==> src/lvmc_pkg.sv <==
// Purpose: Constants for the low-voltage monitor control block
// Assumes: APB with 32-bit data, one aligned word per register
// Notes: Status/clear/enable registers form the interrupt group
`default_nettype none
package lvmc_pkg;
    localparam logic [11:0] ADDR_SMSC = 12'h000;
    localparam logic [11:0] ADDR_IRQ_STATUS = 12'h004;
    localparam logic [11:0] ADDR_IRQ_CLEAR = 12'h008;
    localparam logic [11:0] ADDR_IRQ_ENABLE = 12'h00C;
    localparam int BIT_WARN_FLAG = 7;
    localparam int BIT_WARN_ACK = 6;
    localparam int BIT_WARN_IRQ_EN = 5;
    localparam int BIT_RESET_EN = 4;
    localparam int BIT_STOP_EN = 3;
    localparam int BIT_DETECT_EN = 2;
    localparam int BIT_REF_BUF_EN = 0;
    localparam logic [7:0] SMSC_RESET = 8'h1C;
    localparam logic [7:0] SMSC_WRITABLE = 8'h3D;
    localparam int EVT_WARN = 0;
    localparam int EVT_DETECT = 1;
    localparam int EVT_WIDTH = 2;
    localparam logic [1:0] EVT_RESET = 2'h0;
endpackage
`default_nettype wire

==> src/lvmc_sticky.sv <==
// Purpose: One sticky flag, set wins over clear
// Assumes: Synchronous active-high reset
// Notes: Used for warning flag and interrupt status bits
`default_nettype none
module lvmc_sticky (
    input wire logic clk,
    input wire logic sys_rst,
    input wire logic set_i,
    input wire logic clr_i,
    output logic flag_o
);
    logic flag_r;
    logic flag_nxt;

    always_comb
    begin
        flag_nxt = flag_r;
        if (clr_i)
            flag_nxt = 1'b0;
        if (set_i)
            flag_nxt = 1'b1;
    end

    always_ff @(posedge clk)
    begin
        if (sys_rst)
            flag_r <= 1'b0;
        else
            flag_r <= flag_nxt;
    end

    assign flag_o = flag_r;
endmodule
`default_nettype wire

==> src/lvmc_once.sv <==
// Purpose: Write-once control bit
// Assumes: Synchronous active-high reset
// Notes: First write after reset is taken, later ones are ignored
`default_nettype none
module lvmc_once (
    input wire logic clk,
    input wire logic sys_rst,
    input wire logic reset_val_i,
    input wire logic wr_i,
    input wire logic wdata_i,
    output logic bit_o
);
    logic bit_r;
    logic bit_nxt;
    logic used_r;
    logic used_nxt;

    always_comb
    begin
        bit_nxt = bit_r;
        used_nxt = used_r;
        if (wr_i && !used_r)
        begin
            bit_nxt = wdata_i;
            used_nxt = 1'b1;
        end
    end

    always_ff @(posedge clk)
    begin
        if (sys_rst)
        begin
            bit_r <= 1'b0;
            used_r <= 1'b0;
        end
        else
        begin
            bit_r <= bit_nxt;
            used_r <= used_nxt;
        end
    end

    assign bit_o = used_r ? bit_r : reset_val_i;
endmodule
`default_nettype wire

==> src/lvmc_top.sv <==
// Purpose: Supply monitor status and control register with APB access
// Assumes: Monitor inputs synchronous to clk; stop_mode from power control
// Notes: Zero-wait APB slave; unmapped addresses read 0 with pslverr
//
// The APB interface to the registers and the register addresses were left to the implementer.
`default_nettype none
// Behaviour
// - Warning flag bit 7 sets on low supply, including already low after reset.
// - Warning flag is sticky until cleared.
// - Writing 1 to ack bit 6 clears flag only if warning gone.
// - Interrupt request while flag set and warning interrupt enable bit 5 set.
// - Reset enable bit 4 with detection on makes detect events force reset.
// - Detect and reset enable bits take only first write after reset.
// - Stop enable bit 3 keeps detection active in stop mode.
// - Detect enable bit 2 turns detection on and gates bits 4 and 3.
// - Reference buffer enable bit 0 drives buffer enable output.
// - Register is 8 bits, reset value 1Ch.
module lvmc_top (
    input wire logic clk,
    input wire logic sys_rst,
    input wire logic psel,
    input wire logic penable,
    input wire logic pwrite,
    input wire logic [11:0] paddr,
    input wire logic [31:0] pwdata,
    output logic [31:0] prdata,
    output logic pready,
    output logic pslverr,
    input wire logic low_supply_warning,
    input wire logic undervoltage_detect,
    input wire logic stop_mode,
    output logic undervoltage_detect_active,
    output logic undervoltage_reset_req,
    output logic reference_buffer_en,
    output logic warn_irq,
    output logic irq
);
    // ----------------------------------------------------------------
    // Bus decode
    // ----------------------------------------------------------------
    logic acc;
    logic wr;
    logic wr_smsc;
    logic wr_clr;
    logic wr_en;
    logic mapped;

    assign acc = psel && penable;
    assign wr = acc && pwrite;
    assign wr_smsc = wr && (paddr == lvmc_pkg::ADDR_SMSC);
    assign wr_clr = wr && (paddr == lvmc_pkg::ADDR_IRQ_CLEAR);
    assign wr_en = wr && (paddr == lvmc_pkg::ADDR_IRQ_ENABLE);
    assign mapped = (paddr == lvmc_pkg::ADDR_SMSC) || (paddr == lvmc_pkg::ADDR_IRQ_STATUS)
        || (paddr == lvmc_pkg::ADDR_IRQ_CLEAR) || (paddr == lvmc_pkg::ADDR_IRQ_ENABLE);

    // ----------------------------------------------------------------
    // Control bits
    // ----------------------------------------------------------------
    logic irq_en_r;
    logic irq_en_nxt;
    logic stop_en_r;
    logic stop_en_nxt;
    logic refbuf_r;
    logic refbuf_nxt;
    logic [1:0] evt_en_r;
    logic [1:0] evt_en_nxt;
    logic detect_en;
    logic reset_en;

    always_comb
    begin
        irq_en_nxt = irq_en_r;
        stop_en_nxt = stop_en_r;
        refbuf_nxt = refbuf_r;
        evt_en_nxt = evt_en_r;
        if (wr_smsc)
        begin
            irq_en_nxt = pwdata[lvmc_pkg::BIT_WARN_IRQ_EN];
            stop_en_nxt = pwdata[lvmc_pkg::BIT_STOP_EN];
            refbuf_nxt = pwdata[lvmc_pkg::BIT_REF_BUF_EN];
        end
        if (wr_en)
            evt_en_nxt = pwdata[1:0];
    end

    always_ff @(posedge clk)
    begin
        if (sys_rst)
        begin
            irq_en_r <= lvmc_pkg::SMSC_RESET[lvmc_pkg::BIT_WARN_IRQ_EN];
            stop_en_r <= lvmc_pkg::SMSC_RESET[lvmc_pkg::BIT_STOP_EN];
            refbuf_r <= lvmc_pkg::SMSC_RESET[lvmc_pkg::BIT_REF_BUF_EN];
            evt_en_r <= lvmc_pkg::EVT_RESET;
        end
        else
        begin
            irq_en_r <= irq_en_nxt;
            stop_en_r <= stop_en_nxt;
            refbuf_r <= refbuf_nxt;
            evt_en_r <= evt_en_nxt;
        end
    end

    lvmc_once u_detect_en (
        .clk(clk),
        .sys_rst(sys_rst),
        .reset_val_i(lvmc_pkg::SMSC_RESET[lvmc_pkg::BIT_DETECT_EN]),
        .wr_i(wr_smsc),
        .wdata_i(pwdata[lvmc_pkg::BIT_DETECT_EN]),
        .bit_o(detect_en)
    );

    lvmc_once u_reset_en (
        .clk(clk),
        .sys_rst(sys_rst),
        .reset_val_i(lvmc_pkg::SMSC_RESET[lvmc_pkg::BIT_RESET_EN]),
        .wr_i(wr_smsc),
        .wdata_i(pwdata[lvmc_pkg::BIT_RESET_EN]),
        .bit_o(reset_en)
    );

    // ----------------------------------------------------------------
    // Warning flag
    // ----------------------------------------------------------------
    logic warn_flag;
    logic warn_clr;

    assign warn_clr = wr_smsc && pwdata[lvmc_pkg::BIT_WARN_ACK] && !low_supply_warning;

    lvmc_sticky u_warn (
        .clk(clk),
        .sys_rst(sys_rst),
        .set_i(low_supply_warning),
        .clr_i(warn_clr),
        .flag_o(warn_flag)
    );

    // ----------------------------------------------------------------
    // Detection gating and interrupt status
    // ----------------------------------------------------------------
    logic det_active;
    logic det_event;
    logic [1:0] evt_set;
    logic [1:0] evt_sts;

    assign det_active = detect_en && (!stop_mode || stop_en_r);
    assign det_event = det_active && undervoltage_detect;
    assign evt_set[lvmc_pkg::EVT_WARN] = low_supply_warning && !warn_flag;
    assign evt_set[lvmc_pkg::EVT_DETECT] = det_event;

    genvar gi;
    generate
        for (gi = 0; gi < lvmc_pkg::EVT_WIDTH; gi++)
        begin : g_evt
            lvmc_sticky u_evt (
                .clk(clk),
                .sys_rst(sys_rst),
                .set_i(evt_set[gi]),
                .clr_i(wr_clr && pwdata[gi]),
                .flag_o(evt_sts[gi])
            );
        end
    endgenerate

    // ----------------------------------------------------------------
    // Outputs
    // ----------------------------------------------------------------
    logic [7:0] smsc_rd;
    logic [31:0] rdata_nxt;
    logic [31:0] prdata_r;
    logic pslverr_r;
    logic active_r;
    logic rst_req_r;
    logic warn_irq_r;
    logic irq_r;

    always_comb
    begin
        smsc_rd = 8'h00;
        smsc_rd[lvmc_pkg::BIT_WARN_FLAG] = warn_flag;
        smsc_rd[lvmc_pkg::BIT_WARN_IRQ_EN] = irq_en_r;
        smsc_rd[lvmc_pkg::BIT_RESET_EN] = reset_en;
        smsc_rd[lvmc_pkg::BIT_STOP_EN] = stop_en_r;
        smsc_rd[lvmc_pkg::BIT_DETECT_EN] = detect_en;
        smsc_rd[lvmc_pkg::BIT_REF_BUF_EN] = refbuf_r;
        rdata_nxt = 32'h0000_0000;
        if (psel && !penable && !pwrite)
        begin
            unique case (paddr)
                lvmc_pkg::ADDR_SMSC: rdata_nxt = {24'h00_0000, smsc_rd};
                lvmc_pkg::ADDR_IRQ_STATUS: rdata_nxt = {30'h0000_0000, evt_sts};
                lvmc_pkg::ADDR_IRQ_ENABLE: rdata_nxt = {30'h0000_0000, evt_en_r};
                default: rdata_nxt = 32'h0000_0000;
            endcase
        end
    end

    always_ff @(posedge clk)
    begin
        if (sys_rst)
        begin
            prdata_r <= 32'h0000_0000;
            pslverr_r <= 1'b0;
            active_r <= 1'b0;
            rst_req_r <= 1'b0;
            warn_irq_r <= 1'b0;
            irq_r <= 1'b0;
        end
        else
        begin
            prdata_r <= rdata_nxt;
            pslverr_r <= psel && !penable && !mapped;
            active_r <= det_active;
            rst_req_r <= det_event && reset_en;
            warn_irq_r <= warn_flag && irq_en_r;
            irq_r <= |(evt_sts & evt_en_r);
        end
    end

    assign prdata = prdata_r;
    assign pready = 1'b1;
    assign pslverr = pslverr_r;
    assign undervoltage_detect_active = active_r;
    assign undervoltage_reset_req = rst_req_r;
    assign reference_buffer_en = refbuf_r;
    assign warn_irq = warn_irq_r;
    assign irq = irq_r;
endmodule
`default_nettype wire

==> config.mk <==
export PLATFORM = sky130hd
export DESIGN_NAME = lvmc_top
export DESIGN_NICKNAME = d
export VERILOG_FILES = /design/src/lvmc_pkg.sv /design/src/lvmc_sticky.sv /design/src/lvmc_once.sv /design/src/lvmc_top.sv
export SDC_FILE = /design/constraint.sdc
export NUM_CORES = 1
export LEC_CHECK = 0
export BUFFER_PORTS_ARGS = -buffer_cell sky130_fd_sc_hd__buf_2
export CORE_MARGIN = 3
export CORE_UTILIZATION = 40
export DETAILED_ROUTE_END_ITERATION = 10
export HOLD_SLACK_MARGIN = 0.15
export PLACE_DENSITY = 0.75
export SLEW_MARGIN = 20
export SYNTH_ARGS = -nofsm -noshare
export SYNTH_HDL_FRONTEND = slang
export SYNTH_HIERARCHICAL = 1
export SYNTH_SLANG_ARGS = --single-unit
==> constraint.sdc <==
create_clock -name clk -period 1.4 [get_ports clk]
set_clock_uncertainty 0.05 [all_clocks]
set_input_delay 0.21 -clock clk [delete_from_list [all_inputs] [get_ports clk]]
set_output_delay 0.21 -clock clk [all_outputs]
set_load 0.1 [all_outputs]
==> results.sh <==
export IMPL_drc=0
export IMPL_vias=1004
export IMPL_fillCellCount=262
export IMPL_cts_sinks=24
export IMPL_io_buffers=39
export IMPL_finalCriticalPeriod_ps=1310
export IMPL_syn_avg_cell_area_um2=9.40
export IMPL_ys_flop_type="dfxtp_1"
export IMPL_worstSetupPathType="reg2out"
export IMPL_routedWlPerCell_um=9.95
export IMPL_drv_cap=0
export IMPL_grt_max_degree=23
export IMPL_status="completed"
export IMPL_instances_no_fill=238
export IMPL_drive_gt1_share_pct=33.2
export IMPL_worst_path_buf_inv=1
export IMPL_grt_pass1_wl_um=4220
export IMPL_p_seq_share_pct=42.0
export IMPL_dp_slack_ps=-121
export IMPL_cp_data_required_time_ps=1140
export IMPL_drtAntennaViolNets=0
export IMPL_synth_area_um2=1260
export IMPL_worstSetupStartpointType="register"
export IMPL_clkPwrFrac_pct=29.1
export IMPL_cts_reportedPaths_clkPinSlew_ps=120
export IMPL_largest_reg_flops=7
export IMPL_track_usage_pct=13.2
export IMPL_endpoint_kind="output port"
export IMPL_clock_path_buffers=2
export IMPL_slew_violations=0
export IMPL_fp_dieArea_um2=3860
export IMPL_async_reset_ff_share_pct=0
export IMPL_first_iter_violations=25
export IMPL_num_rows=19
export IMPL_syn_inst=134
export IMPL_crit_chain="buf_2"
export IMPL_hold_class="in2reg"
export IMPL_timing_final_ws_setup_ps=90.4
export IMPL_area_delta_synth_final_pct=29.8
export IMPL_synth_edf_count=0
export IMPL_placed_cells=225
export IMPL_yosysMostFrequentCell="buf_4"
export IMPL_cpMaxStageDelayCell="buf_2"
export IMPL_power_frac_comb_pct=28.8
export IMPL_antenna_cells=0
export IMPL_hpwl_um=1820
export IMPL_finalWeightedCongestion=0.778
export IMPL_cts_made_buffers=3
export IMPL_post_cts_buffers=0
export IMPL_rsz0062_at_grt="no"
export IMPL_yosys_top_cells_area="dfxtp_1 38%, buf_4 15%, nand2b_1 6.0%, mux2i_1 5.6%, nor2_1 3.9%"
export IMPL_setup_viol=0
export IMPL_core_um2=2880
export IMPL_viasPerCell=4.22
export IMPL_yosysTopAreaCell="dfxtp_1"
export IMPL_grt_pass1_vias=960
export IMPL_power_internal_mw=1.07
export IMPL_p_sw_share_pct=35.8
export IMPL_peakVddDrop_uv=593
export IMPL_fmax_ghz=0.764
export IMPL_die_y_um=62.1
export IMPL_cts_root_buf="clkbuf_4"
export IMPL_yosysSeqAreaShare_pct=38.1
export IMPL_grt_overflow=0
export IMPL_ys_warn_count=6
export IMPL_start_util_pct=43.8
export IMPL_cpLargestDelayFamily="buffers and inverters"
export IMPL_synth_top_area_share_pct=38.1
export IMPL_synth_commonest_cells="26 x buf_4, 24 x dfxtp_1, 13 x nor2_1, 12 x nand2b_1, 10 x inv_1"
export IMPL_antenna_found_initial=0
export IMPL_p_sw_mw=0.595
export IMPL_fp_dieW_um=62.1
export IMPL_ys_types=31
export IMPL_insertion_delay_ps=300
export IMPL_ys_seq_elements=24
export IMPL_min_period_over_period_pct=93.5
export IMPL_power_density_nw_per_um2=1020
export IMPL_drt_pre_antenna_iters=4
export IMPL_worst_path_max_fanout=1
export IMPL_finalHoldViolCount=0
export IMPL_final_nets=249
export IMPL_worstPathArrival_ps=1050
export IMPL_io_pins=91
export IMPL_crit_path_max_incr_delay_ps=420
export IMPL_cts_tree="yes"
export IMPL_p_leak_nw=0.829
export IMPL_h_tree_depth=1
export IMPL_routed_wl_um=2370
## power by group through the flow
stage | combinational [mW] | clock, mW | sequential, mW
after floorplan | 0.410 | 0 | 0.738
after global placement | 0.456 | 0 | 0.714
after detailed placement | 0.458 | 0 | 0.714
after CTS | 0.478 | 0.498 | 0.699
after global routing | 0.500 | 0.525 | 0.701
final | 0.480 | 0.485 | 0.698
## placed cells by master (no fill, tap or decap)
master	synthesis	routed
buf_2	0	38
conb_1	2	28
dfxtp_1	24	23
nor2_1	13	13
nand2b_1	12	12
buf_4	26	11
inv_1	10	10
dlygate4sd3_1	0	9
mux2i_1	7	7
and2_1	5	5
clkbuf_4	0	4
nor2b_1	3	3
a21oi_2	3	3
nor4_4	2	2
and3_1	2	2
nand3_1	2	2
nor3_1	2	2
nand4_1	2	2
nand4bb_1	2	2
o21ai_1	2	2
mux2_4	2	2
nor4_2	1	1
nand4_4	1	1
nor3b_2	1	1
o21ai_0	1	1
nand3b_1	1	1
nor4b_1	1	1
and4_1	1	1
nor4bb_1	1	1
nor4_1	1	1
a22oi_1	1	1
nor3b_1	1	1
o21a_1	1	1
bufinv_16	0	1
dfxtp_2	0	1
## repair_timing
action | 4_1_cts | 5_1_grt
setup endpoints to repair | 0 | 1
hold buffers | 9 | 0
hold endpoints to repair | 10 | 0
gates resized for setup | 0 | 1
## kinds of logic after synthesis
logic type / share of synthesized area (%)
flops: 38.1
other cells: 0.596
buf+inv: 18.8
simple gates: 30.1
mux: 7.94
compound gates: 4.47
## layer usage
metal | up-vias | GRT usage (%) | wire [um]
met5 | - | 0 | 0
met4 | 0 | 4.14 | 0
met3 | 0 | 2.52 | 166
met2 | 45 | 23.3 | 1190
met1 | 443 | 16.2 | 1010
li1 | 516 | - | -
## area by class of cell
class	count	area, um2	area share (%)
multi-input combinational	99	641	39.2
sequential	24	482	29.5
timing repair buffer	59	370	22.6
tap	42	52.6	3.21
inverter	10	37.5	2.30
clock inverter	1	30.0	1.84
clock buffer	3	22.5	1.38
## metrics by stage
| stage | hold WS (ps) | utilization, % | area, um2 | power [mW] | setup TNS (ps) |
|---|---|---|---|---|---|
| after floorplan | 222 | - | 1360 | 1.15 | 0 |
| after global placement | 399 | 51.8 | 1490 | 1.17 | -530 |
| after detailed placement | 401 | 51.8 | 1490 | 1.17 | -701 |
| after CTS | 169 | 56.8 | 1630 | 1.68 | 0 |
| after global routing | 184 | 56.9 | 1640 | 1.73 | 0 |
| final | 177 | 56.9 | 1640 | 1.66 | 0 |
## worst paths after layout
| check | startpoint | endpoint | slack (ps) | cells after the start |
|---|---|---|---|---|
| max | undervoltage_detect_active | undervoltage_detect_active | 90 | 1 |
| min | paddr[10] | prdata[0] | 180 | 4 |
| max reg2reg | u_detect_en/used_r | g_evt[1].u_evt/flag_o | 170 | 5 |
| min reg2reg | irq_en_r | prdata[5] | 430 | 1 |
Power figures use the tool's default switching activity.
